--- src/rmts_pkg.sv ---
// Package of constants and types for the radio mode top sequencer
package rmts_pkg;
    localparam int unsigned CLK_MHZ = 200;
    // Post-reset settle before the ready clock starts
    localparam int unsigned READY_DELAY_US = 100;
    localparam int unsigned READY_CYC = READY_DELAY_US * CLK_MHZ;
    // RC oscillator tick divider
    localparam logic [7:0] RC_DIV = 8'hC7;
    localparam logic [1:0] START_TO_LPSEL = 2'h0;
    localparam logic [1:0] START_TO_RX = 2'h1;
    localparam logic [1:0] START_TO_TX = 2'h2;
    localparam logic [2:0] RXT_SEQOFF_PREAMBLE = 3'h6;
    localparam logic [2:0] RXT_SEQOFF_SYNC = 3'h5;
    localparam logic [2:0] RXT_SEQOFF_PAYLOAD = 3'h4;
    localparam logic [1:0] TMO_TO_LPSEL = 2'h2;
    localparam logic [1:0] DIO_MAP_PREAMBLE = 2'h3;
    localparam logic [1:0] DIO_MAP_SYNC = 2'h3;
    localparam logic [15:0] TIMER_RST = 16'h0000;
    typedef enum logic [2:0] {
        RMTS_OFF, RMTS_START, RMTS_LPSEL, RMTS_IDLE, RMTS_RX, RMTS_TX,
        RMTS_HOLD_RX
    } rmts_state_t;
endpackage : rmts_pkg

--- src/rmts_top.sv ---
// Radio mode top sequencer: idle, timed receive and transmit
`timescale 1ns/1ps
`default_nettype none
module rmts_top
    import rmts_pkg::*;
(
    input wire logic clk_i,                    // 200 MHz clock
    input wire logic rst_n_i,                  // Sync reset, active low
    input wire logic reset_input_n_i,          // Reset pin, active low
    input wire logic seq_start_i,              // Start pulse
    input wire logic sequencer_halt_i,         // Stop pulse
    input wire logic idle_state_select_i,      // 1 sleep, 0 standby
    input wire logic [1:0] start_transition_i, // From start
    input wire logic low_power_choice_i,       // 1 idle, 0 seq off
    input wire logic idle_transition_i,        // 1 rx, 0 tx on T1
    input wire logic [2:0] receive_transition_i, // From receive
    input wire logic [1:0] rx_timeout_transition_i, // From rx timeout
    input wire logic transmit_transition_i,    // 0 lpsel on sent
    input wire logic [15:0] first_timer_i,     // T1 in RC ticks
    input wire logic [15:0] second_timer_i,    // T2 in RC ticks
    input wire logic [15:0] receive_timeout_i, // Rx timeout, 0 off
    input wire logic beacon_enable_i,          // Beacon enable, not used by the logic
    input wire logic preamble_map_select_i,    // Preamble mapping
    input wire logic [1:0] dio2_map_i,         // Output 2 mapping
    input wire logic [1:0] digital_output_4_map_i,         // Output 4 mapping
    input wire logic preamble_detected_event_i, // Modem pulse
    input wire logic sync_match_event_i,       // Modem pulse
    input wire logic payload_complete_event_i, // Modem pulse
    input wire logic packet_sent_event_i,      // Modem pulse
    output logic ready_clock_output_o,         // Ready clock
    output logic seq_running_o,                // Sequencer active
    output logic rc_only_o,                    // Only RC osc running
    output logic rx_on_o,                      // Receiver enable
    output logic tx_on_o,                      // Transmitter enable
    output logic irq_o,                        // Packet interrupt
    output logic digital_output_2_o,           // Mapped event 2
    output logic digital_output_4_o            // Mapped event 4
);
    rmts_state_t state_r;
    logic pin_s1_r, pin_s2_r;
    logic [15:0] ready_cnt_r;
    logic ready_r;
    logic [7:0] rc_div_r;
    logic rc_tick;
    logic [15:0] t_cnt_r;
    logic [15:0] to_cnt_r;
    logic pre_seen_r;
    logic t1_done, t2_done, to_done, to_arm;
    logic dev_rst;

    // Receiver powered: timed receive or held receive
    function automatic logic rx_state(input rmts_state_t s);
        return s == RMTS_RX || s == RMTS_HOLD_RX;
    endfunction : rx_state

    // Reset pin synchroniser
    always_ff @(posedge clk_i) begin
        if (!rst_n_i) begin
            pin_s1_r <= 1'b1;
            pin_s2_r <= 1'b1;
        end else begin
            pin_s1_r <= reset_input_n_i;
            pin_s2_r <= pin_s1_r;
        end
    end
    assign dev_rst = !rst_n_i || !pin_s2_r;

    // Ready delay then clock output toggles
    always_ff @(posedge clk_i) begin
        if (dev_rst) begin
            ready_cnt_r <= 16'h0000;
            ready_r <= 1'b0;
        end else if (ready_cnt_r == 16'(READY_CYC - 1)) begin
            ready_r <= 1'b1;
        end else begin
            ready_cnt_r <= ready_cnt_r + 16'h0001;
        end
    end
    always_ff @(posedge clk_i) begin
        if (dev_rst) begin
            ready_clock_output_o <= 1'b0;
        end else if (ready_r && rc_tick) begin
            ready_clock_output_o <= !ready_clock_output_o;
        end
    end

    // RC oscillator tick emulation
    always_ff @(posedge clk_i) begin
        if (dev_rst || rc_div_r == RC_DIV) begin
            rc_div_r <= 8'h00;
        end else begin
            rc_div_r <= rc_div_r + 8'h01;
        end
    end
    assign rc_tick = (rc_div_r == RC_DIV);

    // T1 then T2 phases; T2 runs from receive/transmit entry
    assign t1_done = rc_tick && (t_cnt_r >= first_timer_i);
    assign t2_done = rc_tick && (t_cnt_r >= second_timer_i);
    assign to_arm = receive_timeout_i != 16'h0000;
    assign to_done = to_arm && rc_tick && (to_cnt_r >= receive_timeout_i);

    always_ff @(posedge clk_i) begin
        if (dev_rst || state_r == RMTS_START || state_r == RMTS_LPSEL) begin
            t_cnt_r <= TIMER_RST;
        end else if (state_r == RMTS_IDLE && t1_done) begin
            t_cnt_r <= TIMER_RST;
        end else if (rc_tick) begin
            t_cnt_r <= t_cnt_r + 16'h0001;
        end
    end

    always_ff @(posedge clk_i) begin
        if (dev_rst || state_r != RMTS_RX) begin
            to_cnt_r <= 16'h0000;
        end else if (rc_tick) begin
            to_cnt_r <= to_cnt_r + 16'h0001;
        end
    end

    always_ff @(posedge clk_i) begin
        if (dev_rst || state_r != RMTS_RX) begin
            pre_seen_r <= 1'b0;
        end else if (preamble_detected_event_i) begin
            pre_seen_r <= 1'b1;
        end
    end

    // Sequencer state machine
    always_ff @(posedge clk_i) begin
        if (dev_rst) begin
            state_r <= RMTS_OFF;
        end else if (sequencer_halt_i) begin
            state_r <= RMTS_OFF;
        end else begin
            case (state_r)
                RMTS_OFF: begin
                    if (seq_start_i && ready_r) begin
                        state_r <= RMTS_START;
                    end
                end
                RMTS_START: begin
                    case (start_transition_i)
                        START_TO_LPSEL: state_r <= RMTS_LPSEL;
                        START_TO_RX: state_r <= RMTS_RX;
                        START_TO_TX: state_r <= RMTS_TX;
                        default: state_r <= RMTS_LPSEL;
                    endcase
                end
                RMTS_LPSEL: begin
                    state_r <= low_power_choice_i ? RMTS_IDLE : RMTS_OFF;
                end
                RMTS_IDLE: begin
                    if (t1_done) begin
                        state_r <= idle_transition_i ? RMTS_RX : RMTS_TX;
                    end
                end
                RMTS_RX: begin
                    if (receive_transition_i == RXT_SEQOFF_PREAMBLE &&
                        preamble_detected_event_i) begin
                        state_r <= RMTS_HOLD_RX;
                    end else if (receive_transition_i == RXT_SEQOFF_SYNC &&
                                 sync_match_event_i) begin
                        state_r <= RMTS_HOLD_RX;
                    end else if (receive_transition_i == RXT_SEQOFF_PAYLOAD &&
                                 payload_complete_event_i) begin
                        state_r <= RMTS_HOLD_RX;
                    end else if (to_done && !pre_seen_r &&
                                 rx_timeout_transition_i == TMO_TO_LPSEL) begin
                        state_r <= RMTS_LPSEL;
                    end else if (t2_done) begin
                        state_r <= RMTS_LPSEL;
                    end
                end
                RMTS_TX: begin
                    if (packet_sent_event_i && !transmit_transition_i) begin
                        state_r <= RMTS_LPSEL;
                    end
                end
                RMTS_HOLD_RX: begin
                    if (seq_start_i) begin
                        state_r <= RMTS_START;
                    end
                end
                default: state_r <= RMTS_OFF;
            endcase
        end
    end

    // Radio controls
    always_ff @(posedge clk_i) begin
        if (dev_rst) begin
            rx_on_o <= 1'b0;
            tx_on_o <= 1'b0;
            rc_only_o <= 1'b0;
            seq_running_o <= 1'b0;
        end else begin
            rx_on_o <= rx_state(state_r);
            tx_on_o <= state_r == RMTS_TX;
            rc_only_o <= state_r == RMTS_IDLE && idle_state_select_i;
            seq_running_o <= state_r != RMTS_OFF && state_r != RMTS_HOLD_RX;
        end
    end

    // Interrupt and event routing
    always_ff @(posedge clk_i) begin
        if (dev_rst) begin
            irq_o <= 1'b0;
            digital_output_2_o <= 1'b0;
            digital_output_4_o <= 1'b0;
        end else begin
            irq_o <= rx_state(state_r) &&
                     payload_complete_event_i;
            digital_output_2_o <= dio2_map_i == DIO_MAP_SYNC &&
                                  sync_match_event_i;
            digital_output_4_o <= digital_output_4_map_i == DIO_MAP_PREAMBLE &&
                                  preamble_map_select_i &&
                                  preamble_detected_event_i;
        end
    end
endmodule : rmts_top
`default_nettype wire

--- config.mk ---
export PLATFORM = sky130hd
export DESIGN_NAME = rmts_top
export DESIGN_NICKNAME = d
export VERILOG_FILES = /design/src/rmts_pkg.sv /design/src/rmts_top.sv
export SDC_FILE = /design/constraint.sdc
export NUM_CORES = 1
export LEC_CHECK = 0
export BUFFER_PORTS_ARGS = -buffer_cell sky130_fd_sc_hd__buf_2
export CORE_MARGIN = 2
export CORE_UTILIZATION = 58
export CTS_BUF_LIST = sky130_fd_sc_hd__clkbuf_2 sky130_fd_sc_hd__clkbuf_4 sky130_fd_sc_hd__clkbuf_8
export DETAILED_ROUTE_END_ITERATION = 16
export PLACE_DENSITY_LB_ADDON = 0.3
export SLEW_MARGIN = 10
export SYNTH_ARGS = -nofsm -noshare
export SYNTH_HDL_FRONTEND = slang
export SYNTH_SLANG_ARGS = --single-unit
--- constraint.sdc ---
create_clock -name clk_i -period 3.1 [get_ports clk_i]
set_input_delay 0.31 -clock clk_i [delete_from_list [all_inputs] [get_ports clk_i]]
set_output_delay 0.31 -clock clk_i [all_outputs]
set_load 0.05 [all_outputs]
; Word-level counts from Yosys, hierarchy flattened
; Index checks and enable logic that the tools add are counted.
[word_totals]
regBits = 71
in_bits = 74
out_inout_bits = 8
wordCells = 96
[classes]
addsub = 4
magnitude_cmp = 3
n_eq_ne = 23
n_mux = 13
n_reduce_logical = 36
[op_table]
columns = operator, count
row1 = $add 16x1->16 const B, 3
row2 = $ge 16x16->1, 3
row3 = $mux 3, 9
row4 = $pmux 3 s7, 1
row5 = $logic_and 1x1->1, 19
row6 = $eq 3x3->1 const B, 6
row7 = $eq 16x15->1 const B, 1
row8 = $reduce_bool 16->1, 1
row9 = $add 8x1->8 const B, 1
row10 = $eq 2x2->1 const B, 4
row11 = $eq 8x8->1 const B, 1
row12 = $ne 2x2->1 const B, 4
row13 = $eq 3x2->1 const B, 2
row14 = $logic_or 1x1->1, 6
row15 = $ne 3x3->1 const B, 2
row16 = $ne 6x6->1 const B, 1
row17 = $pmux 3 s2, 1
row18 = $logic_not 1->1, 5
row19 = $reduce_and 5->1, 1
row20 = $reduce_or 2->1, 2
row21 = $eq 3x1->1 const B, 1
row22 = $logic_not 3->1, 1
row23 = $reduce_bool 3->1, 1
row24 = $eq 2x1->1 const B, 1
row25 = 2 further kinds, 2

; Logic depth before layout (Yosys ltp)
; Gate-level depths: netlist (run 1).
[depth]
depth_word = 10
depth_mapped = 10
mapped_depth_nobuf = 9

; Worst setup path after synthesis (run 1)
; OpenSTA, ideal clock, no wires.
[synth_path]
path_type = reg2reg
start = register rc_div_r[0]
end = register t_cnt_r[0]
setup_time_ps = 115
arrival_ps = 2526
required_ps = 2985
setup_slack_ps = 459
path_stages_with_launch = 11
path_buffers = 2
period_less_slack_ps = 2641
path_cell_list = dfxtp_1 -> ha_1 -> nand4b_1 -> or4b_1 -> buf_4 -> or4_4 -> o221ai_4 -> mux2i_2 -> o21ai_4 -> buf_6 -> nor2_1
[synth_between]
elab_chain_len = 4
[synth_lines]
columns = item, line
row1 = from (decl), rmts_top.sv:43  ; logic [7:0] rc_div_r;
row2 = from (signal assigned), rmts_top.sv:92  ; rc_div_r <= rc_div_r + 8'h01;
row3 = $eq 8x8->1 *, rmts_top.sv:95  ; assign rc_tick = (rc_div_r == RC_DIV);
row4 = $logic_and 1x1->1, rmts_top.sv:98  ; assign t1_done = rc_tick && (t_cnt_r >= first_timer_i);
row5 = $logic_and 1x1->1, rmts_top.sv:106  ; end else if (state_r == RMTS_IDLE && t1_done) begin
row6 = $reduce_or 2->1 (no source line), -
row7 = to (signal assigned), rmts_top.sv:109  ; t_cnt_r <= t_cnt_r + 16'h0001;
row8 = to (decl), rmts_top.sv:45  ; logic [15:0] t_cnt_r;
; Mark *: on every way between the ends. The rest lies on a longest branch, timed or not.
; A chain may end at the register's enable or synchronous reset.

; Final worst setup path (run 1)
[layout_path]
start = register rc_div_r[0]
end = register state_r[2]
[layout_between]
elab_chain_len = 10
word_cells_on_any_way = 15
classes_between = eq/ne (3) / mux (5) / reduce/logical (7)
[layout_lines]
columns = item, line
row1 = $eq 8x8->1 *, rmts_top.sv:95
row2 = $logic_and 1x1->1 (2 in series), rmts_top.sv:101  ; assign to_done = to_arm && rc_tick && (to_cnt_r >= receive_timeout_i);
row3 = $logic_and 1x1->1 (2 in series), rmts_top.sv:168  ; end else if (to_done && !pre_seen_r &&
row4 = $mux 3, rmts_top.sv:168
row5 = $mux 3, rmts_top.sv:165  ; end else if (receive_transition_i == RXT_SEQOFF_PAYLOAD &&
row6 = $mux 3, rmts_top.sv:162  ; end else if (receive_transition_i == RXT_SEQOFF_SYNC &&
row7 = $mux 3, rmts_top.sv:159  ; if (receive_transition_i == RXT_SEQOFF_PREAMBLE &&
row8 = $pmux 3 s7, rmts_top.sv:136  ; case (state_r)
row9 = to (signal assigned), rmts_top.sv:151  ; state_r <= low_power_choice_i ? RMTS_IDLE : RMTS_OFF;
row10 = to (signal assigned), rmts_top.sv:155  ; state_r <= idle_transition_i ? RMTS_RX : RMTS_TX;
row11 = to (decl), rmts_top.sv:39  ; rmts_state_t state_r;
; Marks and branches as above.

==> impl_metrics.py, run 1 <==
metrics = {
    "floorplan": {
        "fp.coreArea_um2": 7210,
        "initial_core_util_pct": 59.8,
        "die_outline_area_um2": 8150,
        "io-pin-count": 82,
        "rows": 31,
        "floorplan.die.height_um": 90.3,
        "fp.dieW_um": 90.3,
    },
    "layout": {
        "post_route_cells_drive_above_1_share_pct": 18.4,
        "fin_area_um2": 5090,
        "diodes": 0,
        "fin_nets": 730,
        "synthToLayoutAreaGrowth_pct": 18.1,
        "layout.core_utilization_pct": 70.6,
    },
    "sta": {
        "max_slew_margin_pct": 57.3,
        "hold_violations": 0,
        "finalSetupViolations": 0,
        "fin_tns_setup_ps": 0,
        "post-route-worst-setup-slack_ps": 134,
        "final.min_clock_period_ps": 2970,
        "post-route-period-util_pct": 95.7,
        "report.final.slew_viol_count": 0,
        "grt_setup_unrepaired": "no",
        "worst_pin_slew_ps": 625,
        "timing.fmax_mhz": 337,
        "finClkSkew_ps": 12.7,
    },
    "cts": {
        "cts-buffers-inserted": 9,
        "clkLatencyLatePin_ps": 350,
        "cts.sink_count": 71,
        "clockRootBuffer": "sky130_fd_sc_hd__clkbuf_8",
        "post_cts.repair.setup_buffers": 0,
        "ctsHoldBuffers": 0,
        "h_tree_depth": 3,
        "tritoncts": "done",
        "post_cts.resized_instances": 0,
        "clkTransAtPathRegs_ps": 70,
        "clk_path_buf_depth": 2,
    },
    "drt": {
        "post_drt_wl_per_cell_um": 13.7,
        "viasPerCell": 5.56,
        "antenna_violating_nets_post_route": 0,
        "route.vias.total": 3929,
        "drt_drc_violations_left": 0,
        "drt_first_pass_iters": 4,
        "wirelength_mm": 9.72,
        "detailedRoute.firstIterationViolations": 204,
    },
    "synth": {
        "syn-cell-area_um2": 4320,
        "synth.mux.area_fraction_pct": 1.01,
        "yosys.cell_types.count": 52,
        "synth_compound_area_share_pct": 11.7,
        "syn_inst": 516,
        "synth_area_per_cell_um2": 8.36,
        "post_synthesis_net_count": 643,
        "post_synth_and_or_nand_nor_area_fraction_pct": 23.8,
        "synthesized_area_fraction_occupied_by_xor_and_xnor_cells_pct": 9.34,
        "yosysSeqAreaShare_pct": 32.9,
        "synth_top_family_by_area": "simple AND/OR/NAND/NOR gates",
        "synth-adder-area-share_pct": 15.4,
        "yosys_warnings": 0,
        "ys_ff_latch": 71,
    },
    "grt": {
        "grt_total_ovfl": 0,
        "grt_first_pass_wirelength_mm": 16.7,
        "maximum_number_of_pins_on_one_net_before_global_route_repair": 24,
        "first_global_vias": 3860,
        "grt_antenna_before_repair": 0,
        "groute.usage.overall_pct": 24.7,
    },
    "placement": {
        "port_buffers": 80,
        "hpwlAfterDp_mm": 7.46,
        "postPlaceCellArea_um2": 4830,
        "routabilityCongestion": 0.813,
        "dp_worst_setup_slack_ps": 138,
    },
    "critical_path": {
        "worst-setup-path-type": "flop to flop",
        "critPathCaptureType": "flop",
        "max_stage_delay_ps": 670,
        "timing.critical_path.arrival_ps": 3200,
        "cpLargestDelayFamily": "simple AND/OR/NAND/NOR gates",
        "timing.critical_path.cells": "ha_1, nand4b_1, or4b_1, a2111o_1, a41oi_1, a21oi_1, or2_2, o221a_2",
        "worst_ep_required_time_ps": 3330,
        "crit_fanout": 7,
        "critPathLaunchType": "flop",
        "worst-path-buf-inv": 0,
        "timing.critical_path.slowest_stage_cell": "sky130_fd_sc_hd__or4b_1",
    },
    "pwr": {
        "max-vdd-ir-drop_v": 0.000309,
        "total_power_mw": 1.97,
        "pwr_cell_area_nw_per_um2": 387,
        "power.leakage_nw": 2.29,
    },
    "job": {
        "maxCapViolations": 0,
    },
    "run_status": {
        "run_status": "finished clean",
    },
    "worst_hold_path": {
        "holdCritPathClass": "primary input to flop",
    },
}
cell usage in the layout (no fill, tap or decap), types with 4 or more instances in the layout:
cell	instances
sky130_fd_sc_hd__a2111oi_0	4
sky130_fd_sc_hd__a211oi_1	5
sky130_fd_sc_hd__a21oi_1	18
sky130_fd_sc_hd__and2_1	4
sky130_fd_sc_hd__and3_1	5
sky130_fd_sc_hd__and4_1	4
sky130_fd_sc_hd__buf_2	80
sky130_fd_sc_hd__buf_4	4
sky130_fd_sc_hd__clkbuf_8	10
sky130_fd_sc_hd__dfxtp_1	71
sky130_fd_sc_hd__ha_1	53
sky130_fd_sc_hd__inv_1	55
sky130_fd_sc_hd__nand2_1	32
sky130_fd_sc_hd__nand2b_1	9
sky130_fd_sc_hd__nand3_1	18
sky130_fd_sc_hd__nand4_1	22
sky130_fd_sc_hd__nor2_1	74
sky130_fd_sc_hd__nor3_1	8
sky130_fd_sc_hd__nor4_1	5
sky130_fd_sc_hd__o211ai_1	5
sky130_fd_sc_hd__o21a_1	4
sky130_fd_sc_hd__o21ai_0	19
sky130_fd_sc_hd__or3_1	7
sky130_fd_sc_hd__xnor2_1	14
sky130_fd_sc_hd__xor2_1	32
worst reg2reg max path, delay by kind of cell (launching register included):
family                     cells  cell delay [ps]
AOI/OAI and AO/OA              4             1080
and+or+nand+nor                3             1150
DFF                            1              380
adders and majority gates      1              250
worst paths after layout:
| path | from | depth (start not counted) | slack [ps] | end |
|---|---|---|---|---|
| setup / recovery | rc_div_r[0] | 8 | 130 | state_r[2] |
| hold / removal | reset_input_n_i | 2 | 140 | pin_s1_r |
| hold reg to reg | pin_s1_r | 1 | 420 | pin_s2_r |
| setup reg to reg | rc_div_r[0] | 8 | 130 | state_r[2] |
registers in the layout (all words and copies together), names as in the netlist, 3 cells and up:
register / flops
ready_cnt_r: 16
t_cnt_r: 16
to_cnt_r: 16
rc_div_r: 8
state_r: 3
Yosys cell counts (all sizes together):
master | count | area, µm²
a221oi | 1 | 8.76
xor2 | 32 | 280
nand2 | 32 | 120
and4 | 4 | 35.0
o21a | 4 | 30.0
nor3b | 2 | 15.0
nand2b | 9 | 56.3
nand3b | 1 | 7.51
inv | 55 | 206
a211o | 1 | 8.76
o2111ai | 3 | 26.3
nor4b | 1 | 8.76
nor4 | 5 | 31.3
o32ai | 1 | 8.76
a2111oi | 4 | 35.0
a21oi | 18 | 90.1
mux2i | 4 | 43.8
o21ai | 20 | 111
o221a | 1 | 11.3
nand3 | 18 | 90.1
o31ai | 2 | 15.0
dfxtp | 71 | 1420
or4 | 4 | 33.8
clkbuf | 5 | 18.8
a2111o | 1 | 11.3
nand4b | 2 | 17.5
o221ai | 1 | 26.3
nor2 | 74 | 278
o211ai | 5 | 37.5
or2 | 3 | 18.8
a41oi | 2 | 17.5
and3 | 5 | 31.3
a211oi | 5 | 37.5
o21bai | 1 | 7.51
nor2b | 1 | 6.26
or4b | 2 | 20.0
ha | 53 | 663
a21o | 3 | 22.5
and2 | 4 | 25.0
or3 | 7 | 43.8
buf | 4 | 27.5
nand4 | 22 | 138
xnor2 | 14 | 123
nor3 | 9 | 50.1
layer usage:
layer | GRT usage [%] | part of all wire, % | vias to the layer above | wire length [µm]
met1 | 29.9 | 44 | 1810 | 4300
met2 | 43.3 | 48 | 110 | 4710
met3 | 4.09 | 4.5 | 27 | 437
li1 | - | - | 1982 | -
met5 | 0 | 0 | - | 0
met4 | 11.0 | 2.8 | 0 | 270
stage by stage:
stage / hold slack (ps) / std cells
2_1_floorplan: 383 / 516
3_3_place_gp: 391 / 690
3_5_place_dp: 396 / 690
4_1_cts: 131 / 706
5_1_grt: 141 / 707
6_report: 141 / 707
where the power goes:
part,internal (mW),switching (mW)
registers,0.919,0.00618
logic,0.0720,0.0758
clock network,0.553,0.346
kinds of logic (layout without fill, tap and decap cells):
group | after synthesis | count (layout)
muxes | 4 | 4
xor gates and xnor gates | 46 | 46
buffers and inverters | 64 | 156
and+or+nand+nor | 205 | 205
adders and majority gates | 53 | 53
AOI/OAI and AO/OA | 73 | 73
DFF | 71 | 71
layout make-up:
type | count | area, µm²
Clock buffer | 10 | 138
Clock inverter | 6 | 108
Fill cell | 594 | 2120
Inverter | 55 | 206
Multi-Input combinational cell | 381 | 2650
Sequential cell | 71 | 1420
Tap cell | 99 | 124
Timing Repair Buffer | 85 | 450
(Power assumes the default switching activity.)
==> run 2: changes to the inputs <==
--- a/config.mk
+++ b/config.mk
@@ -11,6 +11,7 @@
 export CTS_BUF_LIST = sky130_fd_sc_hd__clkbuf_2 sky130_fd_sc_hd__clkbuf_4 sky130_fd_sc_hd__clkbuf_8
 export DETAILED_ROUTE_END_ITERATION = 16
 export PLACE_DENSITY_LB_ADDON = 0.3
+export SKIP_LAST_GASP = 1
 export SLEW_MARGIN = 10
 export SYNTH_ARGS = -nofsm -noshare
 export SYNTH_HDL_FRONTEND = slang
==> constraint.sdc (replaced) <==
create_clock -name clk_i -period 3.1 [get_ports clk_i]
set_input_delay 0.155 -clock clk_i [delete_from_list [all_inputs] [get_ports clk_i]]
set_output_delay 0.155 -clock clk_i [all_outputs]
set_load 0.05 [all_outputs]
==> run 2 against run 1 <==
  * Sequential share of layout area grew 0.19 points
  * Utilization shrank 0.47 points
  * First-iteration DRC count shrank 31%
  * Final cell count is the same
  * Register-to-register slack is essentially flat
  * Sequential power is essentially flat
  * Via count shrank 1.3%
  * Routed wire length shrank 0.14%
  * Worst hold slack lost 120 ps
  * Die area is the same
  * Largest cell class unchanged
  * Largest power group unchanged
  * Highest routed layer unchanged
==> impl_metrics.py, run 2 (synthesis results as in run 1) <==
metrics = {
    "run_status": {
        "run_status": "finished clean",
    },
    "pwr": {
        "total_power_mw": 1.89,
        "pwr_cell_area_nw_per_um2": 374,
        "max-vdd-ir-drop_v": 0.000315,
        "power.leakage_nw": 2.28,
    },
    "sta": {
        "grt_setup_unrepaired": "no",
        "finalSetupViolations": 0,
        "finClkSkew_ps": 9.02,
        "max_slew_margin_pct": 52.7,
        "timing.fmax_mhz": 337,
        "final.min_clock_period_ps": 2970,
        "report.final.slew_viol_count": 0,
        "post-route-period-util_pct": 95.8,
        "hold_violations": 0,
        "post-route-worst-setup-slack_ps": 129,
        "fin_hold_ws_ps": 23.1,
        "worst_pin_slew_ps": 692,
        "fin_tns_setup_ps": 0,
    },
    "layout": {
        "layout.cells.most_common_list": "80 x sky130_fd_sc_hd__buf_2, 74 x sky130_fd_sc_hd__nor2_1, 71 x sky130_fd_sc_hd__dfxtp_1",
        "final_common_cell": "sky130_fd_sc_hd__buf_2",
        "post_layout_nonfiller_instances": 707,
        "synthToLayoutAreaGrowth_pct": 17.3,
        "fin_nets": 730,
        "fin_area_um2": 5060,
        "diodes": 0,
        "post_route_cells_drive_above_1_share_pct": 18.3,
        "layout.core_utilization_pct": 70.2,
        "largest_registers_in_the_final_layout": "ready_cnt_r: 16 flops, t_cnt_r: 16 flops, to_cnt_r: 16 flops",
    },
    "critical_path": {
        "critPathLaunchType": "flop",
        "crit_fanout": 16,
        "critPathCaptureType": "flop",
        "worst-setup-path-type": "flop to flop",
        "timing.critical_path.arrival_ps": 3190,
        "worst_ep_required_time_ps": 3320,
        "rrSetupSlack_ps": 130,
    },
    "floorplan": {
        "fp.dieW_um": 90.3,
        "initial_core_util_pct": 59.8,
        "die_outline_area_um2": 8150,
        "io-pin-count": 82,
        "floorplan.die.height_um": 90.3,
        "fp.coreArea_um2": 7210,
        "rows": 31,
    },
    "placement": {
        "hpwlAfterDp_mm": 7.52,
        "port_buffers": 80,
        "postPlaceCellArea_um2": 4830,
        "dpl.cell_count": 690,
        "routabilityCongestion": 0.817,
        "dp_worst_setup_slack_ps": 149,
    },
    "cts": {
        "tritoncts": "done",
        "clockRootBuffer": "sky130_fd_sc_hd__clkbuf_8",
        "clkLatencyLatePin_ps": 350,
        "cts-buffers-inserted": 9,
        "h_tree_depth": 3,
        "clkTransAtPathRegs_ps": 80,
        "cts.sink_count": 71,
        "post_cts.resized_instances": 0,
        "post_cts.repair.setup_buffers": 0,
        "clk_path_buf_depth": 2,
    },
    "grt": {
        "grt_first_pass_wirelength_mm": 16.8,
        "groute.usage.overall_pct": 24.9,
        "grt_antenna_before_repair": 0,
        "grt_total_ovfl": 0,
        "first_global_vias": 3813,
        "maximum_number_of_pins_on_one_net_before_global_route_repair": 24,
    },
    "drt": {
        "wirelength_mm": 9.70,
        "viasPerCell": 5.49,
        "antenna_violating_nets_post_route": 0,
        "route.vias.total": 3879,
        "drt_drc_violations_left": 0,
        "detailedRoute.firstIterationViolations": 141,
        "post_drt_wl_per_cell_um": 13.7,
        "drt_first_pass_iters": 5,
    },
    "job": {
        "maxCapViolations": 0,
    },
    "worst_hold_path": {
        "holdCritPathClass": "primary input to flop",
    },
}
-- run 2: cell count changes in the layout (fill, tap and decap cells not counted), sizes merged --
cell and delta:
dlygate4sd3 +1, clkinv +2, buf -1, clkinvlp -1, bufinv -1
-- run 2: critical path: stages, from the launching register on --
cell,delay [ps]
sky130_fd_sc_hd__dfxtp_1,370
sky130_fd_sc_hd__ha_1,250
sky130_fd_sc_hd__nand4b_1,190
sky130_fd_sc_hd__or4b_1,660
sky130_fd_sc_hd__or4_4,600
sky130_fd_sc_hd__o221ai_4,190
sky130_fd_sc_hd__mux2i_2,120
sky130_fd_sc_hd__o21ai_4,380
sky130_fd_sc_hd__nor2_1,110
-- run 2: routing by layer --
metal	vias up	wire [µm]	global-route usage, %
met3	23	386	3.67
met5	-	0	0
met2	89	4640	42.7
li1	1974	-	-
met4	0	222	11.2
met1	1793	4460	31.0
-- run 2: area by class of cell --
type                       instances  area (µm²)
fill                             615        2150
sequential                        71        1420
inverter                          55         206
multi-input combinational        381        2650
timing repair buffer              85         440
clock buffer                      10         138
tap                               99         124
clock inverter                     6        83.8
-- run 2: final timing paths --
kind / cells past startpoint / end / from
worst max-delay path: 8 / t_cnt_r[2] / rc_div_r[0]
worst min-delay path: 3 / rc_only_o / idle_state_select_i
worst max register to register: 8 / t_cnt_r[2] / rc_div_r[0]
worst min register to register: 1 / pin_s2_r / pin_s1_r
-- run 2: what timing repair did --
| item | CTS | global route |
|---|---|---|
| hold endpoints to repair | 1 | 0 |
| hold buffers | 1 | 0 |
| setup endpoints to repair | 0 | 0 |
-- run 2: power by group --
part	switching [mW]	leakage (nW)	internal (mW)
sequential	0.00594	0.573	0.919
clock	0.349	0.116	0.472
combinational	0.0757	1.59	0.0699
==> run 3: changes to the inputs <==
--- a/config.mk
+++ b/config.mk
@@ -6,10 +6,12 @@
 export NUM_CORES = 1
 export LEC_CHECK = 0
 export BUFFER_PORTS_ARGS = -buffer_cell sky130_fd_sc_hd__buf_2
+export CAP_MARGIN = 5
 export CORE_MARGIN = 2
 export CORE_UTILIZATION = 58
 export CTS_BUF_LIST = sky130_fd_sc_hd__clkbuf_2 sky130_fd_sc_hd__clkbuf_4 sky130_fd_sc_hd__clkbuf_8
 export DETAILED_ROUTE_END_ITERATION = 16
+export GPL_ROUTABILITY_DRIVEN = 1
 export PLACE_DENSITY_LB_ADDON = 0.3
 export SKIP_LAST_GASP = 1
 export SLEW_MARGIN = 10
==> constraint.sdc (replaced) <==
create_clock -name clk_i -period 2.93 [get_ports clk_i]
set_input_delay 0.1465 -clock clk_i [delete_from_list [all_inputs] [get_ports clk_i]]
set_output_delay 0.1465 -clock clk_i [all_outputs]
set_load 0.05 [all_outputs]
==> run 3 against run 2 <==
  * Highest routed layer unchanged
  * Combinational power increased by 11%
  * Largest power group unchanged
  * Sequential power increased by 5.9%
  * Register-to-register slack improved by 30 ps
  * Worst hold slack improved by 10 ps
  * Critical endpoint is now t_cnt_r[14]
  * Largest cell class unchanged
  * Setup slack improved by 25 ps
  * Cell area decreased by 0.17%
==> impl_metrics.py, run 3 (synthesis results as in run 1) <==
metrics = {
    "sta": {
        "hold_violations": 0,
        "final.min_clock_period_ps": 2780,
        "worst_pin_slew_ps": 768,
        "finClkSkew_ps": 10.8,
        "post-route-period-util_pct": 94.7,
        "timing.fmax_mhz": 360,
        "max_slew_margin_pct": 47.4,
        "fin_hold_ws_ps": 33.5,
        "grt_setup_unrepaired": "no",
        "report.final.slew_viol_count": 0,
        "finalSetupViolations": 0,
        "fin_tns_setup_ps": 0,
    },
    "grt": {
        "grt_first_pass_wirelength_mm": 16.7,
        "first_global_vias": 3858,
        "grt_total_ovfl": 0,
        "groute.usage.overall_pct": 24.6,
        "maximum_number_of_pins_on_one_net_before_global_route_repair": 24,
        "grt_antenna_before_repair": 0,
    },
    "layout": {
        "synthToLayoutAreaGrowth_pct": 17.1,
        "area.sequential_um2": 1420,
        "post_layout_nonfiller_instances": 708,
        "post_route_cells_drive_above_1_share_pct": 18.7,
        "final_common_cell": "sky130_fd_sc_hd__buf_2",
        "nFillCells": 589,
        "largest_registers_in_the_final_layout": "ready_cnt_r: 16 flops, t_cnt_r: 16 flops, to_cnt_r: 16 flops",
        "multiInputGateArea_um2": 2650,
        "layout.cells.most_common_list": "80 x sky130_fd_sc_hd__buf_2, 74 x sky130_fd_sc_hd__nor2_1, 71 x sky130_fd_sc_hd__dfxtp_1",
        "diodes": 0,
        "fin_nets": 733,
    },
    "pwr": {
        "p_clk_share_pct": 37.8,
        "switching_share_pct": 22.9,
        "power.leakage_nw": 2.28,
        "seq_power_share_pct": 53.4,
        "max-vdd-ir-drop_v": 0.000286,
        "pwr_cell_area_nw_per_um2": 363,
        "total_switching_power_uw": 420,
        "power.share.combinational_pct": 8.8,
        "internal_power_mw": 1.42,
        "total_power_mw": 1.84,
    },
    "placement": {
        "port_buffers": 80,
        "dpl.cell_count": 690,
        "hpwlAfterDp_mm": 7.57,
        "routabilityCongestion": 0.830,
    },
    "critical_path": {
        "critPathLaunchType": "flop",
        "timing.critical_path.slowest_stage_cell": "sky130_fd_sc_hd__or4_4",
        "crit_fanout": 5,
        "max_stage_delay_ps": 570,
        "cpLargestDelayFamily": "simple AND/OR/NAND/NOR gates",
        "worst_ep_required_time_ps": 3160,
        "timing.critical_path.cells": "ha_2, nand4b_1, or4b_4, or4_4, o221ai_4, mux2i_2, o21ai_4, buf_4, nor2_1",
        "critPathCaptureType": "flop",
        "worst-setup-path-type": "flop to flop",
        "worst-path-buf-inv": 1,
        "timing.critical_path.arrival_ps": 3000,
    },
    "cts": {
        "clk_path_buf_depth": 2,
        "tritoncts": "done",
        "h_tree_depth": 3,
        "clkTransAtPathRegs_ps": 70,
        "cts.sink_count": 71,
        "clkLatencyLatePin_ps": 340,
        "clockRootBuffer": "sky130_fd_sc_hd__clkbuf_8",
        "cts-buffers-inserted": 9,
    },
    "worst_hold_path": {
        "holdCritPathClass": "primary input to flop",
    },
    "floorplan": {
        "fp.dieW_um": 90.3,
        "floorplan.die.height_um": 90.3,
        "initial_core_util_pct": 59.8,
        "io-pin-count": 82,
        "fp.coreArea_um2": 7210,
        "rows": 31,
        "die_outline_area_um2": 8150,
    },
    "drt": {
        "detailedRoute.firstIterationViolations": 169,
        "route.vias.total": 3905,
        "antenna_violating_nets_post_route": 0,
        "wirelength_mm": 9.71,
        "viasPerCell": 5.52,
        "drt_drc_violations_left": 0,
        "post_drt_wl_per_cell_um": 13.7,
        "drt_first_pass_iters": 4,
    },
    "run_status": {
        "run_status": "finished clean",
    },
    "job": {
        "maxCapViolations": 0,
    },
}
## run 3: per-stage QoR
stage	area, µm²	util, %	worst slack (ps)
3_3_place_gp	4830	66.9	134
4_1_cts	5050	69.9	94.5
3_5_place_dp	4830	66.9	25.4
2_1_floorplan	4320	-	289
5_1_grt	5050	70.0	15.3
6_report	5050	70.0	155
## run 3: worst reg2reg max path: stages (launching register included)
cell and delay (ps):
sky130_fd_sc_hd__dfxtp_1 380, sky130_fd_sc_hd__ha_2 240, sky130_fd_sc_hd__nand4b_1 170, sky130_fd_sc_hd__or4b_4 560, sky130_fd_sc_hd__or4_4 570, sky130_fd_sc_hd__o221ai_4 180, sky130_fd_sc_hd__mux2i_2 120, sky130_fd_sc_hd__o21ai_4 230
sky130_fd_sc_hd__buf_4 170, sky130_fd_sc_hd__nor2_1 50
## run 3: final cells by class
cell class	instances	share of cell area, %
Multi-Input combinational cell	381	52.5
Inverter	55	4.09
Timing Repair Buffer	88	9.41
Clock buffer	13	3.29
Sequential cell	71	28.1
Clock inverter	1	0.0991
Tap cell	99	2.45
## run 3: path summary, 6_finish.rpt
kind / from / end / slack (ps) / cells past startpoint
min reg2reg: pin_s1_r / pin_s2_r / 420 / 1
max reg2reg: rc_div_r[0] / t_cnt_r[14] / 150 / 9
min: idle_state_select_i / rc_only_o / 30 / 3
max: rc_div_r[0] / t_cnt_r[14] / 150 / 9
## run 3: repair_timing
action,4_1_cts,5_1_grt
setup endpoints to repair,1,18
setup buffers,3,0
endpoints found under the hold margin,1,0
pin swaps,1,0
resized for setup,0,2
hold buffers,1,0
## run 3: per-layer routing
| layer | wire, µm | GRT usage (%) |
|---|---|---|
| met1 | 4390 | 31.3 |
| met2 | 4700 | 42.1 |
| met3 | 456 | 3.17 |
| met4 | 157 | 10.4 |
| met5 | 0 | 0 |
## run 3: power by group through the flow
stage          Combinational [mW]  Clock, mW  Sequential (mW)
2_1_floorplan              0.0775          0             1.00
3_3_place_gp                0.144          0             1.00
3_5_place_dp                0.153          0             1.00
4_1_cts                     0.162      0.709            0.980
5_1_grt                     0.185      0.747            0.980
6_report                    0.162      0.694            0.980
